[config.mk]
export PLATFORM = sky130hd
export DESIGN_NAME = gurs_relay_top
export DESIGN_NICKNAME = d
export VERILOG_FILES = /design/src/common/gurs_pkg.sv /design/src/rtl/gurs_uart_rx.sv /design/src/rtl/gurs_uart_tx.sv /design/src/rtl/gurs_relay_top.sv
export SDC_FILE = /design/constraint.sdc
export NUM_CORES = 1
export LEC_CHECK = 0
export BUFFER_PORTS_ARGS = -buffer_cell sky130_fd_sc_hd__buf_2
export CORE_MARGIN = 2
export CORE_UTILIZATION = 60
export CTS_CLUSTER_DIAMETER = 150
export DETAILED_ROUTE_END_ITERATION = 16
export PLACE_DENSITY = 0.74
export SLEW_MARGIN = 5
export SYNTH_ARGS = -nofsm -noshare
export SYNTH_HDL_FRONTEND = slang
export SYNTH_SLANG_ARGS = --single-unit
[constraint.sdc]
create_clock -name i_core_clk -period 3.6 [get_ports i_core_clk]
set_clock_uncertainty 0.05 [all_clocks]
set_input_delay 0.36 -clock i_core_clk [delete_from_list [all_inputs] [get_ports i_core_clk]]
set_output_delay 0.36 -clock i_core_clk [all_outputs]
set_load 0.05 [all_outputs]
[src/common/gurs_pkg.sv]
/*
 * Shared constants and types for the navigation serial relay with status lamps.
 * Assumes a single 10 MHz core clock; all times below are converted to cycles of it.
 */
package gurs_pkg;

	localparam int          CLK_HZ        = 10_000_000;
	localparam int          CYC_PER_MS    = CLK_HZ / 1000;

	// Times in milliseconds
	localparam int          NAV_WIN_MS    = 2000;
	localparam int          LED_READY_MS  = 4000;
	localparam int          LED_NONCMP_MS = 20000;
	localparam int          LED_FLASH_MS  = 100;
	localparam int          LED_ACQ_MS    = 500;
	localparam int          BTN_LOCK_MS   = 20;

	localparam int          LED_CNT_W     = 28;
	localparam int          BTN_CNT_W     = 18;
	localparam int          DIV_W         = 16;

	// Baud rates offered by the selector
	localparam int          BAUD_4800     = 4800;
	localparam int          BAUD_9600     = 9600;
	localparam int          BAUD_19200    = 19200;
	localparam int          BAUD_38400    = 38400;
	localparam int          BAUD_57600    = 57600;
	localparam int          BAUD_115200   = 115200;

	typedef enum logic [1:0] {GURS_NAV_NONE, GURS_NAV_PARTIAL, GURS_NAV_NOFIX,
	                          GURS_NAV_FIX} gurs_nav_t;
	typedef enum logic [1:0] {GURS_PAR_NONE, GURS_PAR_EVEN, GURS_PAR_ODD} gurs_par_t;

	// Power-up serial settings: 9600 baud, 8 data bits, no parity, 1 stop bit
	localparam logic [2:0]  BAUD_SEL_DEF  = 3'h1;
	localparam logic [1:0]  DBITS_DEF     = 2'h3;
	localparam logic        STOP2_DEF     = 1'h0;
	localparam logic [2:0]  DBITS_BASE    = 3'h5;

	// Radio settings that make the configuration compliant
	localparam logic [3:0]  WLAN_CHAN_DEF = 4'h6;

	// Sentence stream characters and identifiers
	localparam logic [7:0]  CH_START      = 8'h24;
	localparam logic [7:0]  CH_COMMA      = 8'h2c;
	localparam logic [7:0]  CH_VALID      = 8'h41;
	localparam logic [23:0] ID_GGA        = 24'h474741;
	localparam logic [23:0] ID_GSA        = 24'h475341;
	localparam logic [23:0] ID_RMC        = 24'h524d43;
	localparam logic [23:0] ID_GLL        = 24'h474c4c;
	localparam logic [2:0]  HDR_LEN       = 3'h5;
	localparam logic [2:0]  TALKER_LEN    = 3'h2;
	localparam logic [3:0]  RMC_STAT_FLD  = 4'h2;
	localparam logic [3:0]  ALL_SEEN      = 4'hf;

	function automatic logic [DIV_W-1:0] baud_div(input logic [2:0] sel);
		case (sel)
			3'h0:    baud_div = DIV_W'(CLK_HZ / BAUD_4800);
			3'h1:    baud_div = DIV_W'(CLK_HZ / BAUD_9600);
			3'h2:    baud_div = DIV_W'(CLK_HZ / BAUD_19200);
			3'h3:    baud_div = DIV_W'(CLK_HZ / BAUD_38400);
			3'h4:    baud_div = DIV_W'(CLK_HZ / BAUD_57600);
			default: baud_div = DIV_W'(CLK_HZ / BAUD_115200);
		endcase
	endfunction : baud_div

endpackage : gurs_pkg

[src/rtl/gurs_uart_rx.sv]
/*
 * Serial character receiver with a three-stage pin synchroniser.
 * Assumes the line idles high and the settings stay still while a character is in flight.
 */
`timescale 1ns/10ps
module gurs_uart_rx
	import gurs_pkg::*;
(
	input  wire logic                   i_core_clk,
	input  wire logic                   i_rst,
	input  wire logic                   i_rxd,
	input  wire logic [gurs_pkg::DIV_W-1:0] i_bit_div,
	input  wire logic [1:0]             i_dbits,
	input  wire gurs_pkg::gurs_par_t    i_parity,
	output logic                        o_valid,
	output logic [7:0]                  o_data,
	output logic                        o_err
);
	typedef enum logic [2:0] {RX_IDLE, RX_START, RX_DATA, RX_PAR, RX_STOP} gurs_rx_st_t;

	gurs_rx_st_t        state_r;
	logic               sync1_r;
	logic               sync2_r;
	logic               sync3_r;
	logic               line_r;
	logic [DIV_W-1:0]   cnt_r;
	logic [2:0]         bit_r;
	logic [7:0]         shift_r;
	logic               par_r;
	logic [2:0]         last_bit;
	logic               par_bad;

	assign last_bit = 3'(DBITS_BASE + 3'(i_dbits) - 3'h1);
	assign par_bad  = (i_parity == GURS_PAR_EVEN) ? par_r :
	                  (i_parity == GURS_PAR_ODD)  ? ~par_r : 1'b0;

	// Line level counts once the two later stages agree
	always_ff @(posedge i_core_clk)
	begin
		if (i_rst)
		begin
			sync1_r <= 1'b1;
			sync2_r <= 1'b1;
			sync3_r <= 1'b1;
			line_r  <= 1'b1;
		end
		else
		begin
			sync1_r <= i_rxd;
			sync2_r <= sync1_r;
			sync3_r <= sync2_r;
			if (sync2_r == sync3_r)
				line_r <= sync3_r;
		end
	end

	always_ff @(posedge i_core_clk)
	begin
		if (i_rst)
		begin
			state_r <= RX_IDLE;
			cnt_r   <= '0;
			bit_r   <= '0;
			shift_r <= '0;
			par_r   <= 1'b0;
			o_valid <= 1'b0;
			o_err   <= 1'b0;
			o_data  <= '0;
		end
		else
		begin
			o_valid <= 1'b0;
			o_err   <= 1'b0;
			if (state_r != RX_IDLE && cnt_r != '0)
				cnt_r <= cnt_r - 1'b1;
			else
			begin
				case (state_r)
					RX_IDLE:
						if (!line_r)
						begin
							cnt_r   <= i_bit_div >> 1;
							par_r   <= 1'b0;
							bit_r   <= '0;
							state_r <= RX_START;
						end
					RX_START:
					begin
						cnt_r   <= i_bit_div - 1'b1;
						state_r <= line_r ? RX_IDLE : RX_DATA;
					end
					RX_DATA:
					begin
						shift_r <= {line_r, shift_r[7:1]};
						par_r   <= par_r ^ line_r;
						cnt_r   <= i_bit_div - 1'b1;
						bit_r   <= bit_r + 1'b1;
						if (bit_r == last_bit)
							state_r <= (i_parity == GURS_PAR_NONE) ? RX_STOP : RX_PAR;
					end
					RX_PAR:
					begin
						par_r   <= par_r ^ line_r;
						cnt_r   <= i_bit_div - 1'b1;
						state_r <= RX_STOP;
					end
					RX_STOP:
					begin
						o_data  <= shift_r >> (3'h3 - i_dbits);
						o_valid <= line_r && !par_bad;
						o_err   <= !line_r || par_bad;
						state_r <= RX_IDLE;
					end
					default: state_r <= RX_IDLE;
				endcase
			end
		end
	end

endmodule : gurs_uart_rx

[src/rtl/gurs_uart_tx.sv]
/*
 * Serial character transmitter, one character at a time.
 * Assumes the settings stay still while a character is in flight.
 */
`timescale 1ns/10ps
module gurs_uart_tx
	import gurs_pkg::*;
(
	input  wire logic                   i_core_clk,
	input  wire logic                   i_rst,
	input  wire logic                   i_valid,
	input  wire logic [7:0]             i_data,
	input  wire logic [gurs_pkg::DIV_W-1:0] i_bit_div,
	input  wire logic [1:0]             i_dbits,
	input  wire gurs_pkg::gurs_par_t    i_parity,
	input  wire logic                   i_stop2,
	output logic                        o_ready,
	output logic                        o_txd
);
	typedef enum logic [2:0] {TX_IDLE, TX_START, TX_DATA, TX_PAR, TX_STOP} gurs_tx_st_t;

	gurs_tx_st_t        state_r;
	logic [DIV_W-1:0]   cnt_r;
	logic [2:0]         bit_r;
	logic [7:0]         shift_r;
	logic               par_r;
	logic               stop_r;

	assign o_ready = (state_r == TX_IDLE);

	always_ff @(posedge i_core_clk)
	begin
		if (i_rst)
		begin
			state_r <= TX_IDLE;
			cnt_r   <= '0;
			bit_r   <= '0;
			shift_r <= '0;
			par_r   <= 1'b0;
			stop_r  <= 1'b0;
			o_txd   <= 1'b1;
		end
		else if (state_r != TX_IDLE && cnt_r != '0)
			cnt_r <= cnt_r - 1'b1;
		else
		begin
			cnt_r <= i_bit_div - 1'b1;
			case (state_r)
				TX_IDLE:
					if (i_valid)
					begin
						shift_r <= i_data;
						par_r   <= (i_parity == GURS_PAR_ODD);
						bit_r   <= '0;
						stop_r  <= i_stop2;
						o_txd   <= 1'b0;
						state_r <= TX_START;
					end
				TX_START, TX_DATA:
					if (state_r == TX_DATA && bit_r == 3'(i_dbits + 3'h4))
					begin
						o_txd   <= (i_parity == GURS_PAR_NONE) ? 1'b1 : par_r;
						state_r <= (i_parity == GURS_PAR_NONE) ? TX_STOP : TX_PAR;
					end
					else
					begin
						o_txd   <= shift_r[0];
						par_r   <= par_r ^ shift_r[0];
						shift_r <= shift_r >> 1;
						bit_r   <= (state_r == TX_START) ? 3'h0 : bit_r + 1'b1;
						state_r <= TX_DATA;
					end
				TX_PAR:
				begin
					o_txd   <= 1'b1;
					state_r <= TX_STOP;
				end
				TX_STOP:
				begin
					o_txd  <= 1'b1;
					stop_r <= 1'b0;
					if (!stop_r)
						state_r <= TX_IDLE;
				end
				default: state_r <= TX_IDLE;
			endcase
		end
	end

endmodule : gurs_uart_tx

[src/rtl/gurs_relay_top.sv]
/*
 * Two-way serial relay between a navigation receiver and a flight controller, with
 * sentence-stream reception state, status lamp, configuration button and lamp.
 * Assumes one 10 MHz clock; serial lines and the button are asynchronous pins;
 * edit and save inputs come from logic on the same clock.
 */
// Notes on behaviour
// RULE1 - Receiver characters go out the controller side
// RULE2 - Controller characters go out the receiver side
// RULE3 - One serial setting set for both ports
// RULE4 - Report exactly one of four reception states
// RULE5 - Missing any of four sentences means partial (the code reports none, not partial, when all four are missing)
// RULE6 - Fix and compliant: flash every 4 s
// RULE7 - Fix, non-compliant: flash every 20 s
// RULE8 - Bad protocol, low power, channel not 6
// RULE9 - Press in normal mode enters configuration
// RULE10 - Press in configuration returns to normal
// RULE11 - Edits count only after save
// RULE12 - New settings, state refresh on mode re-entry
// RULE13 - No data means serial settings mismatch
// RULE14 - No fix shows its own lamp pattern
// RULE15 - Power-up settings 9600, 8, none, 1
`timescale 1ns/10ps
module gurs_relay_top
	import gurs_pkg::*;
#(
	parameter int NAV_WIN_CYC   = NAV_WIN_MS * CYC_PER_MS,
	parameter int LED_READY_CYC = LED_READY_MS * CYC_PER_MS,
	parameter int LED_NONCP_CYC = LED_NONCMP_MS * CYC_PER_MS,
	parameter int LED_FLASH_CYC = LED_FLASH_MS * CYC_PER_MS,
	parameter int LED_ACQ_CYC   = LED_ACQ_MS * CYC_PER_MS,
	parameter int BTN_LOCK_CYC  = BTN_LOCK_MS * CYC_PER_MS
)
(
	input  wire logic                i_core_clk,
	input  wire logic                i_rst,
	input  wire logic                i_rcv_rxd,
	output logic                     o_rcv_txd,
	input  wire logic                i_ctl_rxd,
	output logic                     o_ctl_txd,
	input  wire logic                i_cfg_button,
	input  wire logic [2:0]          i_edit_baud_sel,
	input  wire logic [1:0]          i_edit_dbits,
	input  wire gurs_pkg::gurs_par_t i_edit_parity,
	input  wire logic                i_edit_stop2,
	input  wire logic                i_edit_proto_ok,
	input  wire logic                i_edit_pwr_low,
	input  wire logic [3:0]          i_edit_wlan_chan,
	input  wire logic                i_save,
	output gurs_pkg::gurs_nav_t      o_nav_state,
	output logic                     o_status_led,
	output logic                     o_cfg_led,
	output logic                     o_cfg_mode,
	output logic                     o_compliant
);
	import gurs_pkg::*;

	// Saved (staged) and active settings
	logic [2:0]           sv_baud_r,  act_baud_r;
	logic [1:0]           sv_dbits_r, act_dbits_r;
	gurs_par_t            sv_par_r,   act_par_r;
	logic                 sv_stop2_r, act_stop2_r;
	logic                 sv_proto_r, act_proto_r;
	logic                 sv_pwr_r,   act_pwr_r;
	logic [3:0]           sv_chan_r,  act_chan_r;
	logic [DIV_W-1:0]     bit_div_r;

	logic                 btn_s1_r, btn_s2_r, btn_s3_r, btn_r, btn_prev_r;
	logic [BTN_CNT_W-1:0] btn_lock_r;
	logic                 press;
	logic                 cfg_exit;

	// Channel 0: receiver to controller, channel 1: controller to receiver
	logic [1:0]           rxd_in;
	logic [1:0]           txd_out;
	logic [1:0]           rx_valid;
	logic [7:0]           rx_data [2];
	logic [1:0]           tx_ready;
	logic [1:0]           pend_r;
	logic [7:0]           pend_data_r [2];

	logic                 in_sent_r;
	logic [2:0]           hdr_idx_r;
	logic [23:0]          sid_r;
	logic [3:0]           comma_r;
	logic [3:0]           seen_r;
	logic                 fix_r;
	logic [LED_CNT_W-1:0] win_cnt_r;
	logic [23:0]          sid_now;
	logic [7:0]           ch;

	logic [LED_CNT_W-1:0] led_cnt_r;
	logic [LED_CNT_W-1:0] led_period;
	logic [LED_CNT_W-1:0] led_on;

	assign press    = btn_r && !btn_prev_r && (btn_lock_r == '0);
	assign cfg_exit = press && o_cfg_mode;
	assign rxd_in   = {i_ctl_rxd, i_rcv_rxd};
	assign ch       = rx_data[0];
	assign sid_now  = {sid_r[15:0], ch};

	// Button pin synchroniser, accepted once the later stages agree
	always_ff @(posedge i_core_clk)
	begin
		if (i_rst)
		begin
			btn_s1_r <= 1'b0;
			btn_s2_r <= 1'b0;
			btn_s3_r <= 1'b0;
			btn_r    <= 1'b0;
		end
		else
		begin
			btn_s1_r <= i_cfg_button;
			btn_s2_r <= btn_s1_r;
			btn_s3_r <= btn_s2_r;
			if (btn_s2_r == btn_s3_r)
				btn_r <= btn_s3_r;
		end
	end

	// Press detection with a lockout against contact bounce
	always_ff @(posedge i_core_clk)
	begin
		if (i_rst)
		begin
			btn_prev_r <= 1'b0;
			btn_lock_r <= '0;
		end
		else
		begin
			btn_prev_r <= btn_r;
			if (btn_r != btn_prev_r)
				btn_lock_r <= BTN_CNT_W'(BTN_LOCK_CYC);
			else if (btn_lock_r != '0)
				btn_lock_r <= btn_lock_r - 1'b1;
		end
	end

	// RULE9 RULE10 mode toggle
	always_ff @(posedge i_core_clk)
	begin
		if (i_rst)
		begin
			o_cfg_mode <= 1'b0;
			o_cfg_led  <= 1'b0;
		end
		else if (press)
		begin
			o_cfg_mode <= !o_cfg_mode;
			o_cfg_led  <= !o_cfg_mode;
		end
	end

	// RULE11 save stages edits
	always_ff @(posedge i_core_clk)
	begin
		if (i_rst)
		begin
			sv_baud_r  <= BAUD_SEL_DEF;
			sv_dbits_r <= DBITS_DEF;
			sv_par_r   <= GURS_PAR_NONE;
			sv_stop2_r <= STOP2_DEF;
			sv_proto_r <= 1'b1;
			sv_pwr_r   <= 1'b0;
			sv_chan_r  <= WLAN_CHAN_DEF;
		end
		else if (i_save && o_cfg_mode)
		begin
			sv_baud_r  <= i_edit_baud_sel;
			sv_dbits_r <= i_edit_dbits;
			sv_par_r   <= i_edit_parity;
			sv_stop2_r <= i_edit_stop2;
			sv_proto_r <= i_edit_proto_ok;
			sv_pwr_r   <= i_edit_pwr_low;
			sv_chan_r  <= i_edit_wlan_chan;
		end
	end

	// RULE12 apply on leaving configuration
	// RULE15 power-up serial defaults
	always_ff @(posedge i_core_clk)
	begin
		if (i_rst)
		begin
			act_baud_r  <= BAUD_SEL_DEF;
			act_dbits_r <= DBITS_DEF;
			act_par_r   <= GURS_PAR_NONE;
			act_stop2_r <= STOP2_DEF;
			act_proto_r <= 1'b1;
			act_pwr_r   <= 1'b0;
			act_chan_r  <= WLAN_CHAN_DEF;
		end
		else if (cfg_exit)
		begin
			act_baud_r  <= sv_baud_r;
			act_dbits_r <= sv_dbits_r;
			act_par_r   <= sv_par_r;
			act_stop2_r <= sv_stop2_r;
			act_proto_r <= sv_proto_r;
			act_pwr_r   <= sv_pwr_r;
			act_chan_r  <= sv_chan_r;
		end
	end

	// RULE8 compliance check
	always_ff @(posedge i_core_clk)
	begin
		if (i_rst)
		begin
			o_compliant <= 1'b1;
			bit_div_r   <= baud_div(BAUD_SEL_DEF);
		end
		else
		begin
			o_compliant <= act_proto_r && !act_pwr_r && (act_chan_r == WLAN_CHAN_DEF);
			bit_div_r   <= baud_div(act_baud_r);
		end
	end

	// RULE3 shared settings on both channels
	// RULE1 RULE2 relay each direction
	for (genvar c = 0; c < 2; c++)
	begin : g_chan
		gurs_uart_rx u_rx
		(
			.i_core_clk (i_core_clk),
			.i_rst      (i_rst),
			.i_rxd      (rxd_in[c]),
			.i_bit_div  (bit_div_r),
			.i_dbits    (act_dbits_r),
			.i_parity   (act_par_r),
			.o_valid    (rx_valid[c]),
			.o_data     (rx_data[c]),
			.o_err      ()
		);

		gurs_uart_tx u_tx
		(
			.i_core_clk (i_core_clk),
			.i_rst      (i_rst),
			.i_valid    (pend_r[c]),
			.i_data     (pend_data_r[c]),
			.i_bit_div  (bit_div_r),
			.i_dbits    (act_dbits_r),
			.i_parity   (act_par_r),
			.i_stop2    (act_stop2_r),
			.o_ready    (tx_ready[c]),
			.o_txd      (txd_out[c])
		);

		// A new character wins over the hand-off of the previous one
		always_ff @(posedge i_core_clk)
		begin
			if (i_rst)
			begin
				pend_r[c]      <= 1'b0;
				pend_data_r[c] <= '0;
			end
			else if (rx_valid[c])
			begin
				pend_r[c]      <= 1'b1;
				pend_data_r[c] <= rx_data[c];
			end
			else if (tx_ready[c])
				pend_r[c] <= 1'b0;
		end
	end

	assign o_ctl_txd = txd_out[0];
	assign o_rcv_txd = txd_out[1];

	// RULE5 sentence recognition per window
	always_ff @(posedge i_core_clk)
	begin
		if (i_rst || cfg_exit || win_cnt_r == '0)
		begin
			in_sent_r <= 1'b0;
			hdr_idx_r <= '0;
			sid_r     <= '0;
			comma_r   <= '0;
			seen_r    <= '0;
		end
		else if (rx_valid[0])
		begin
			if (ch == CH_START)
			begin
				in_sent_r <= 1'b1;
				hdr_idx_r <= '0;
				comma_r   <= '0;
			end
			else if (in_sent_r && hdr_idx_r != HDR_LEN)
			begin
				hdr_idx_r <= hdr_idx_r + 1'b1;
				if (hdr_idx_r >= TALKER_LEN)
					sid_r <= sid_now;
				if (hdr_idx_r == HDR_LEN - 1'b1)
					seen_r <= seen_r | {sid_now == ID_GLL, sid_now == ID_RMC,
					                    sid_now == ID_GSA, sid_now == ID_GGA};
			end
			else if (in_sent_r && ch == CH_COMMA)
				comma_r <= comma_r + 1'b1;
		end
	end

	// Fix flag follows each character at comma count 2 of the latest RMC sentence, including the character that ends the status field
	always_ff @(posedge i_core_clk)
	begin
		if (i_rst || cfg_exit)
			fix_r <= 1'b0;
		else if (rx_valid[0] && in_sent_r && hdr_idx_r == HDR_LEN && sid_r == ID_RMC
		         && comma_r == RMC_STAT_FLD)
			fix_r <= (ch == CH_VALID);
	end

	// RULE4 RULE13 classify at window end
	always_ff @(posedge i_core_clk)
	begin
		if (i_rst || cfg_exit)
		begin
			win_cnt_r   <= LED_CNT_W'(NAV_WIN_CYC - 1);
			o_nav_state <= GURS_NAV_NONE;
		end
		else if (win_cnt_r == '0)
		begin
			win_cnt_r <= LED_CNT_W'(NAV_WIN_CYC - 1);
			if (seen_r == '0)
				o_nav_state <= GURS_NAV_NONE;
			else if (seen_r != ALL_SEEN)
				o_nav_state <= GURS_NAV_PARTIAL;
			else
				o_nav_state <= fix_r ? GURS_NAV_FIX : GURS_NAV_NOFIX;
		end
		else
			win_cnt_r <= win_cnt_r - 1'b1;
	end

	// RULE6 RULE7 RULE14 lamp pattern select
	always_comb
	begin
		if (o_nav_state != GURS_NAV_FIX)
		begin
			led_period = LED_CNT_W'(2 * LED_ACQ_CYC);
			led_on     = LED_CNT_W'(LED_ACQ_CYC);
		end
		else if (o_compliant)
		begin
			led_period = LED_CNT_W'(LED_READY_CYC);
			led_on     = LED_CNT_W'(LED_FLASH_CYC);
		end
		else
		begin
			led_period = LED_CNT_W'(LED_NONCP_CYC);
			led_on     = LED_CNT_W'(LED_FLASH_CYC);
		end
	end

	always_ff @(posedge i_core_clk)
	begin
		if (i_rst)
		begin
			led_cnt_r    <= '0;
			o_status_led <= 1'b0;
		end
		else
		begin
			led_cnt_r    <= (led_cnt_r >= led_period - 1'b1) ? '0 : led_cnt_r + 1'b1;
			o_status_led <= (led_cnt_r < led_on);
		end
	end

endmodule : gurs_relay_top

==> results of run 1 <==
## metrics by stage
stage,util (%),cell area (um2)
6_report,66.81,17850
5_1_grt,66.81,17850
4_1_cts,66.81,17850
3_5_place_dp,61.72,16490
3_3_place_gp,61.72,16490
2_1_floorplan,-,16190
## sequential cells by signal, summed over array words and instances (netlist names), 18 cells and up
signal and flops:
led_cnt_r 28, g_chan.u_tx.cnt_r 32, btn_lock_r 18, g_chan.u_rx.cnt_r 32, sid_r 24, win_cnt_r 28
## cells by family after synthesis
group,Yosys count,synth area share (%)
AO/OA/AOI/OAI,353,13.16
AND/OR/NAND/NOR,874,26.41
multiplexers,74,5.226
XOR/XNOR,116,6.277
adder cells (fa/ha/maj),38,2.922
flip-flops,333,42.18
buffers and inverters,148,3.827
## repair_timing
item | CTS | global route
hold endpoints to repair | 6 | 0
hold buffers | 6 | 0
setup buffers | 0 | 0
## how the worst max path moves through the flow
stage                            start                       end  slack (ps)  depth (start not counted)
6_report       g_chan[1].u_rx.cnt_r[0]  g_chan[1].u_rx.cnt_r[15]         540                          8
5_1_grt        g_chan[1].u_rx.cnt_r[0]  g_chan[1].u_rx.cnt_r[13]         270                          8
4_1_cts        g_chan[1].u_rx.cnt_r[0]  g_chan[1].u_rx.cnt_r[15]         620                          8
3_5_place_dp   g_chan[1].u_rx.cnt_r[0]  g_chan[1].u_rx.cnt_r[15]         630                          8
3_3_place_gp   g_chan[1].u_rx.cnt_r[0]  g_chan[1].u_rx.cnt_r[13]         780                          8
2_1_floorplan           o_nav_state[1]             led_cnt_r[10]         750                         12
## routing by layer
layer,vias up,routed length (um),global-route usage (%)
met3,83,1518,3.220
li1,6781,-,-
met4,0,1062,9.220
met1,6407,16650,33.78
met5,-,0,0
met2,286,16590,40.63
## power breakdown
group / switching [uW] / internal [uW]
Combinational: 563 / 376
Clock: 1550 / 2380
Sequential: 105 / 3830
Total: 2210 / 6590
## critical path, stage by stage (launching register included)
cell	delay, ps
dfxtp_1	380
inv_1	100
ha_1	190
or4b_1	190
and4b_1	360
a22oi_1	900
o21ai_0	430
nor3_1	280
nor3_1	70
## area by class of cell
class                           count  area share [%]
Timing Repair Buffer               56           2.235
Multi-Input combinational cell   1455           49.04
Clock inverter                     16           1.093
Clock buffer                       52           6.188
Sequential cell                   333           38.23
Tap cell                          341           2.390
Inverter                           39          0.8199
## cells in the final DEF, fill, tap and decap left out, types with 7 or more instances in the layout
cell,instances
nand4_1,21
a31oi_1,13
nand2_1,228
dfxtp_1,317
buf_4,21
nor2b_1,16
o211ai_1,9
clkbuf_16,39
nor3_1,83
nor3b_1,19
nor4_1,36
nand2_2,11
nand2b_1,12
a211oi_1,52
and2_1,24
or4_1,7
mux2i_1,62
a21oi_1,147
and3_1,14
xor2_1,50
inv_1,39
buf_2,26
o21ai_0,73
nor4b_1,7
or3_1,17
clkbuf_8,8
mux4_2,8
or2_2,17
xnor2_1,66
nor2_1,262
edfxtp_1,16
nand4b_1,8
ha_1,37
nand3_1,44
nand3b_1,15
and4_1,7
==> results.py, run 1 <==
metrics = {
    "power_and_ir_drop": {
        "peakVddDrop_uv": 598.6,
        "leakage_uw": 0.006572,
        "power_density_mw_per_mm2": 493.0,
        "finalPower_uw": 8803,
    },
    "synthesis": {
        "synth-main-ff-cell": "dfxtp_1",
        "ys_ff_latch": 333,
        "syn-mean-instance-area_um2": 8.360,
        "syn-num-nets": 1993,
        "ys_top_cells_by_area": "dfxtp_1 39%, nor2_1 6.1%, nand2_1 5.3%",
        "netlist_area_mm2": 0.01619,
        "synth_cells": 1936,
        "netlist_top_cells_count": "317 x dfxtp_1, 262 x nor2_1, 228 x nand2_1, 147 x a21oi_1, 84 x nor3_1",
        "synth_seq_area_share_pct": 42.18,
        "yosysMostFrequentCell": "dfxtp_1",
        "yosys_warnings": 0,
        "synth_top_area_share_pct": 39.21,
        "async_flop_share_pct": 0,
        "ys_types": 84,
        "netlist.top_cell.by_area": "dfxtp_1",
        "synth_edf_count": 16,
    },
    "floorplanning": {
        "die_area_mm2": 0.02831,
        "fp-row-count": 60,
        "die_h_um": 168.2,
        "pin_count": 28,
        "initial_utilization_pct": 60.56,
        "core_mm2": 0.02673,
        "die_width_um": 168.2,
    },
    "global_routing": {
        "overflow": 0,
        "grt_max_degree": 146,
        "grt_antenna_before_repair": 0,
        "grt_pass1_wl_um": 59860,
        "grt_pass1_vias": 12630,
        "track_usage_pct": 24.85,
    },
    "clock_tree": {
        "cts_buffers": 37,
        "clock_path_buffers": 3,
        "cts_root_buf": "clkbuf_16",
        "clock_sinks": 333,
        "cts.clk_slew.worst_paths_ps": 60,
        "cts-htree-levels": 2,
        "cts_tree": "built",
        "insertion_delay_ps": 540,
        "cts_resized": 0,
    },
    "timing": {
        "finalSetupTns_ps": 0,
        "holdWs_ps": 17.59,
        "worst_slew_pin_slew_ps": 1127,
        "slew_viol_final": 0,
        "setup_ws_ps": 536.0,
        "min_period_ps": 3064,
        "rsz0062_at_grt": "false",
        "hold_violations": 0,
        "final-setup-viol-count": 0,
        "max_slew_margin_pct": 24.87,
        "max_freq_mhz": 326.4,
        "post-route-period-util_pct": 85.11,
    },
    "critical_path": {
        "reg2reg_from": "g_chan[1].u_rx.cnt_r[0]",
        "critical_path.startpoint_type": "flip-flop",
        "critPathCaptureType": "flip-flop",
        "setup.worst_path.class": "reg -> reg",
        "crit_fanout": 17,
        "arrival_ps": 3420,
        "r2r_slack_ps": 540,
        "reg2reg_depth": 8,
        "worstPathRequired_ps": 3950,
        "rr_endpoint": "g_chan[1].u_rx.cnt_r[15]",
    },
    "detailed_routing": {
        "routedWlPerCell_um": 15.63,
        "ant_nets": 0,
        "drtIter0Drc": 920,
        "vias_per_cell": 5.915,
        "wirelength_um": 35820,
        "vias": 13560,
        "remaining_drc_errors": 0,
        "drtPass1Iterations": 7,
    },
    "cells_and_area": {
        "fin_cells": 2292,
        "regArea_mm2": 0.006827,
        "fillCellCount": 2217,
        "area_growth_pct": 10.31,
        "drive_gt1_share_pct": 8.765,
        "num_antenna_cells": 0,
        "fin_nets": 1979,
        "multi_input_area_mm2": 0.008756,
    },
    "placed_design": {
        "place_inst": 2218,
        "gp_congestion": 0.8350,
        "hpwl_um": 24100,
        "io_buffers": 27,
        "pre_cts_ws_ps": 626.9,
    },
    "job": {
        "maxCapViolCount": 0,
    },
    "worst_hold_path": {
        "hold_class": "in -> reg",
        "min_from": "i_edit_parity[1]",
        "holdPathEnd": "sv_par_r[1]",
        "whs_path_depth": 3,
    },
    "status": {
        "outcome": "finished, final reports clean",
    },
}
Note: power is estimated with default switching activity, not from simulation.
==> run 2: changes to the inputs <==
Settings changed: HOLD_SLACK_MARGIN set to 0.15.
==> results.py, run 2 (same netlist as run 1, synthesis figures left out) <==
metrics = {
    "status": {
        "outcome": "finished, final reports clean",
    },
    "floorplanning": {
        "initial_utilization_pct": 60.56,
        "die_width_um": 168.2,
        "core_mm2": 0.02673,
        "pin_count": 28,
        "die_area_mm2": 0.02831,
        "die_h_um": 168.2,
        "fp-row-count": 60,
    },
    "global_routing": {
        "grt_antenna_before_repair": 0,
        "track_usage_pct": 25.17,
        "overflow": 0,
        "grt_pass1_vias": 12770,
        "grt_max_degree": 146,
        "grt_pass1_wl_um": 60620,
    },
    "critical_path": {
        "crit_slowest_cell": "a22oi_1",
        "critical_path.startpoint_type": "flip-flop",
        "cp_num_buf_inv": 1,
        "cpLargestDelayFamily": "compound AO/OA/AOI/OAI gates",
        "reg2reg_from": "g_chan[1].u_rx.cnt_r[0]",
        "worstPathRequired_ps": 3960,
        "arrival_ps": 3400,
        "cp_cell_sequence": "inv_1 > ha_1 > or4b_1 > and4b_1 > a22oi_1 > o21ai_0 > nor3_1 > nor3_1",
        "crit_fanout": 17,
        "r2r_slack_ps": 550,
        "setup.worst_path.class": "reg -> reg",
        "rr_endpoint": "g_chan[1].u_rx.cnt_r[15]",
        "reg2reg_depth": 8,
        "critPathLaunch": "g_chan[1].u_rx.cnt_r[0]",
        "path_common_cell": "nor3_1",
        "critPathCaptureType": "flip-flop",
        "cpPeakStageDelay_ps": 890,
    },
    "power_and_ir_drop": {
        "power_density_mw_per_mm2": 488.6,
        "peakVddDrop_uv": 598.9,
        "leakage_uw": 0.006677,
        "p_sw_uw": 2225,
        "p_clk_share_pct": 44.6,
        "combPwrFrac_pct": 10.8,
        "seqPwrFrac_pct": 44.6,
        "p_sw_share_pct": 25.22,
        "internal_power_uw": 6598,
    },
    "placed_design": {
        "io_buffers": 27,
        "hpwl_um": 24100,
        "gp_congestion": 0.8350,
        "place_inst": 2218,
        "place_area_mm2": 0.01649,
        "pre_cts_ws_ps": 626.9,
    },
    "timing": {
        "setup_ws_ps": 554.8,
        "min_period_ps": 3045,
        "max_slew_margin_pct": 24.39,
        "rsz0062_at_grt": "false",
        "slew_viol_final": 0,
        "finalSetupTns_ps": 0,
        "final-setup-viol-count": 0,
        "post-route-period-util_pct": 84.59,
        "max_freq_mhz": 328.4,
        "hold_violations": 0,
        "worst_slew_pin_slew_ps": 1134,
    },
    "clock_tree": {
        "cts_tree": "built",
        "clock_path_buffers": 3,
        "insertion_delay_ps": 530,
        "cts_resized": 0,
        "cts-htree-levels": 2,
        "cts_buffers": 37,
        "cts_root_buf": "clkbuf_16",
        "clock_sinks": 333,
        "cts.clk_slew.worst_paths_ps": 60,
    },
    "cells_and_area": {
        "final_common_cell": "dfxtp_1",
        "area_growth_pct": 11.55,
        "final_util_pct": 67.56,
        "regArea_mm2": 0.006827,
        "reg_top3": "g_chan.u_rx.cnt_r x32, g_chan.u_tx.cnt_r x32",
        "design_area_mm2": 0.01805,
        "final_cell_mix": "317 x dfxtp_1, 262 x nor2_1, 228 x nand2_1",
        "fin_nets": 1999,
        "num_antenna_cells": 0,
        "multi_input_area_mm2": 0.008756,
        "fin_cells": 2312,
        "fillCellCount": 2189,
        "drive_gt1_share_pct": 8.676,
    },
    "worst_hold_path": {
        "holdPathEnd": "win_cnt_r[0]",
        "min_from": "win_cnt_r[0]",
        "whs_path_depth": 1,
        "hold_class": "reg -> reg",
    },
    "detailed_routing": {
        "routedWlPerCell_um": 15.71,
        "drtIter0Drc": 964,
        "remaining_drc_errors": 0,
        "drtPass1Iterations": 8,
        "vias_per_cell": 5.920,
        "vias": 13690,
        "ant_nets": 0,
        "wirelength_um": 36310,
    },
    "job": {
        "maxCapViolCount": 0,
    },
}
## run 2: changes by cell type in the layout (fill, tap and decap cells not counted), sizes merged
cell / change
dlygate4sd3: +20
## run 2: area by class of cell
cell class | instances | area share [%]
well taps | 341 | 2.363
inverters | 39 | 0.8108
clock inverters | 16 | 1.081
flip-flops and latches | 333 | 37.81
clock buffers | 52 | 6.119
multi-input cells | 1455 | 48.50
repair buffers | 76 | 3.319
## run 2: power by group through the flow
stage	logic [uW]	clock network, uW	registers, uW
final	951	3940	3930
after global routing	1050	4150	3950
after CTS	943	4010	3930
after detailed placement	913	0	4010
after global placement	892	0	4010
after floorplan	753	0	3990
## run 2: routing by layer
metal	GRT usage, %	vias to the layer above	part of all wire (%)
li1	-	6823	-
met4	9.633	0	3.2
met5	0	-	0
met3	3.220	82	4.4
met2	41.19	314	46
met1	34.11	6468	46
## run 2: timing repair
action                                  CTS  global route
endpoints found under the setup margin    0             0
buffers inserted                          0             0
endpoints found under the hold margin    34             0
hold buffers                             26             0
## run 2: worst max-delay path by stage
stage | slack [ps] | depth (start not counted) | end
floorplan | 750 | 12 | led_cnt_r[10]
global route | 270 | 8 | g_chan[1].u_rx.cnt_r[13]
global placement | 780 | 8 | g_chan[1].u_rx.cnt_r[13]
CTS | 620 | 8 | g_chan[1].u_rx.cnt_r[15]
finish | 550 | 8 | g_chan[1].u_rx.cnt_r[15]
detailed placement | 630 | 8 | g_chan[1].u_rx.cnt_r[15]
## run 2: worst reg2reg max path, stage by stage, from the launching register on
cell and delay [ps]:
dfxtp_1 380, inv_1 100, ha_1 190, or4b_1 200, and4b_1 360, a22oi_1 900
o21ai_0 420, nor3_1 280, nor3_1 70
## run 2: stage by stage
stage                     power [uW]  hold slack (ps)
after detailed placement        4924            351.7
after floorplan                 4741            334.1
final                           8822            363.9
after global placement          4897            340.8
after CTS                       8880            366.7
after global routing            9148            382.4
==> run 3: changes to the inputs <==
Clock period 3.6 ns to 3.1 ns, I/O delays scaled along.
==> results.py, run 3 (same netlist as run 1, synthesis figures left out) <==
metrics = {
    "clock_tree": {
        "cts_root_buf": "clkbuf_16",
        "cts.clk_slew.worst_paths_ps": 60,
        "insertion_delay_ps": 520,
        "clock_path_buffers": 3,
        "clock_sinks": 333,
        "cts_tree": "built",
        "cts_buffers": 37,
        "cts-htree-levels": 2,
        "postCtsSetupBuffers": 0,
    },
    "cells_and_area": {
        "final_cell_mix": "317 x dfxtp_1, 262 x nor2_1, 228 x nand2_1",
        "fin_cells": 2323,
        "fin_nets": 2013,
        "area_growth_pct": 11.88,
        "reg_top3": "g_chan.u_rx.cnt_r x32, g_chan.u_tx.cnt_r x32",
        "fillCellCount": 2186,
        "num_antenna_cells": 0,
        "final_common_cell": "dfxtp_1",
        "drive_gt1_share_pct": 9.031,
    },
    "critical_path": {
        "crit_fanout": 15,
        "setup.worst_path.class": "reg -> reg",
        "critical_path.startpoint_type": "flip-flop",
        "worstPathRequired_ps": 3430,
        "arrival_ps": 3050,
        "critPathCaptureType": "flip-flop",
    },
    "timing": {
        "finalSetupTns_ps": 0,
        "worst_slew_pin_slew_ps": 1061,
        "rsz0062_at_grt": "false",
        "post-route-period-util_pct": 87.94,
        "hold_violations": 0,
        "min_period_ps": 2726,
        "slew_viol_final": 0,
        "final-setup-viol-count": 0,
        "max_freq_mhz": 366.8,
        "max_slew_margin_pct": 29.01,
    },
    "power_and_ir_drop": {
        "leakage_uw": 0.006717,
        "power_density_mw_per_mm2": 563.1,
        "peakVddDrop_uv": 678.3,
    },
    "global_routing": {
        "grt_antenna_before_repair": 0,
        "grtUsageMet3_pct": 3.009,
        "grt_most_used_layer": "met2",
        "overflow": 0,
        "grt_pass1_vias": 12640,
        "gr-usage-met2_pct": 41.58,
        "use_met1_pct": 34.95,
        "grt_pass1_wl_um": 60730,
        "track_usage_pct": 25.28,
        "grt_max_degree": 143,
    },
    "floorplanning": {
        "core_mm2": 0.02673,
        "die_h_um": 168.2,
        "die_width_um": 168.2,
        "pin_count": 28,
        "initial_utilization_pct": 60.56,
        "fp-row-count": 60,
        "die_area_mm2": 0.02831,
    },
    "detailed_routing": {
        "drtIter0Drc": 999,
        "remaining_drc_errors": 0,
        "vias_per_cell": 5.900,
        "drtPass1Iterations": 6,
        "ant_nets": 0,
        "routedWlPerCell_um": 15.58,
        "vias": 13710,
        "wirelength_um": 36190,
    },
    "job": {
        "maxCapViolCount": 0,
    },
    "placed_design": {
        "io_buffers": 27,
        "place_inst": 2232,
        "hpwl_um": 24060,
        "gp_congestion": 0.8886,
    },
    "status": {
        "outcome": "finished, final reports clean",
    },
    "worst_hold_path": {
        "hold_class": "reg -> reg",
    },
}
run 3: where the power goes:
group / switching [uW] / internal (uW)
Clock: 1740 / 2780
Combinational: 641 / 463
Sequential: 123 / 4450
run 3: critical path: stages, from the launching register on:
cell and delay (ps):
dfxtp_1 390, inv_1 100, ha_1 200, or4b_1 200, and4b_1 290, nor2_1 830
nor2_1 170, a221oi_1 310, nor2_1 60
run 3: through the flow:
stage | utilization (%) | cell area [um2] | hold slack (ps) | setup slack, ps | power (uW)
after floorplan | - | 16190 | 334.1 | 254.8 | 5505
after detailed placement | 62.06 | 16590 | 344.1 | 409.8 | 5730
final | 67.76 | 18110 | 364.1 | 373.8 | 10200
after global placement | 62.06 | 16590 | 341.0 | 464.5 | 5707
after global routing | 67.76 | 18110 | 383.3 | 51.05 | 10590
after CTS | 67.76 | 18110 | 370.0 | 406.5 | 10260
run 3: final cells by class:
| cell class | instances | area (um2) | share of cell area, % |
|---|---|---|---|
| sequential | 333 | 6827 | 37.70 |
| clock buffer | 49 | 1042 | 5.756 |
| inverter | 39 | 146.4 | 0.8084 |
| timing repair buffer | 90 | 691.9 | 3.821 |
| tap | 341 | 426.7 | 2.356 |
| clock inverter | 16 | 219.0 | 1.209 |
| multi-input combinational | 1455 | 8756 | 48.35 |
run 3: final timing paths:
check,startpoint,end,slack (ps),cells after the start
max,g_chan[1].u_rx.cnt_r[0],g_chan[1].u_rx.cnt_r[9],370,8
min,g_chan[1].u_rx.sync1_r,g_chan[1].u_rx.sync2_r,360,1
max reg2reg,g_chan[1].u_rx.cnt_r[0],g_chan[1].u_rx.cnt_r[9],370,8
min reg2reg,g_chan[1].u_rx.sync1_r,g_chan[1].u_rx.sync2_r,360,1
run 3: layer usage:
metal	vias up	wire, um
met5	-	0
met4	0	790
met3	60	1520
met2	289	17020
met1	6519	16860
li1	6837	-
run 3: repair_timing:
item | 4_1_cts | 5_1_grt
endpoints found under the hold margin | 36 | 0
hold buffers | 26 | 0
resized for setup | 0 | 0
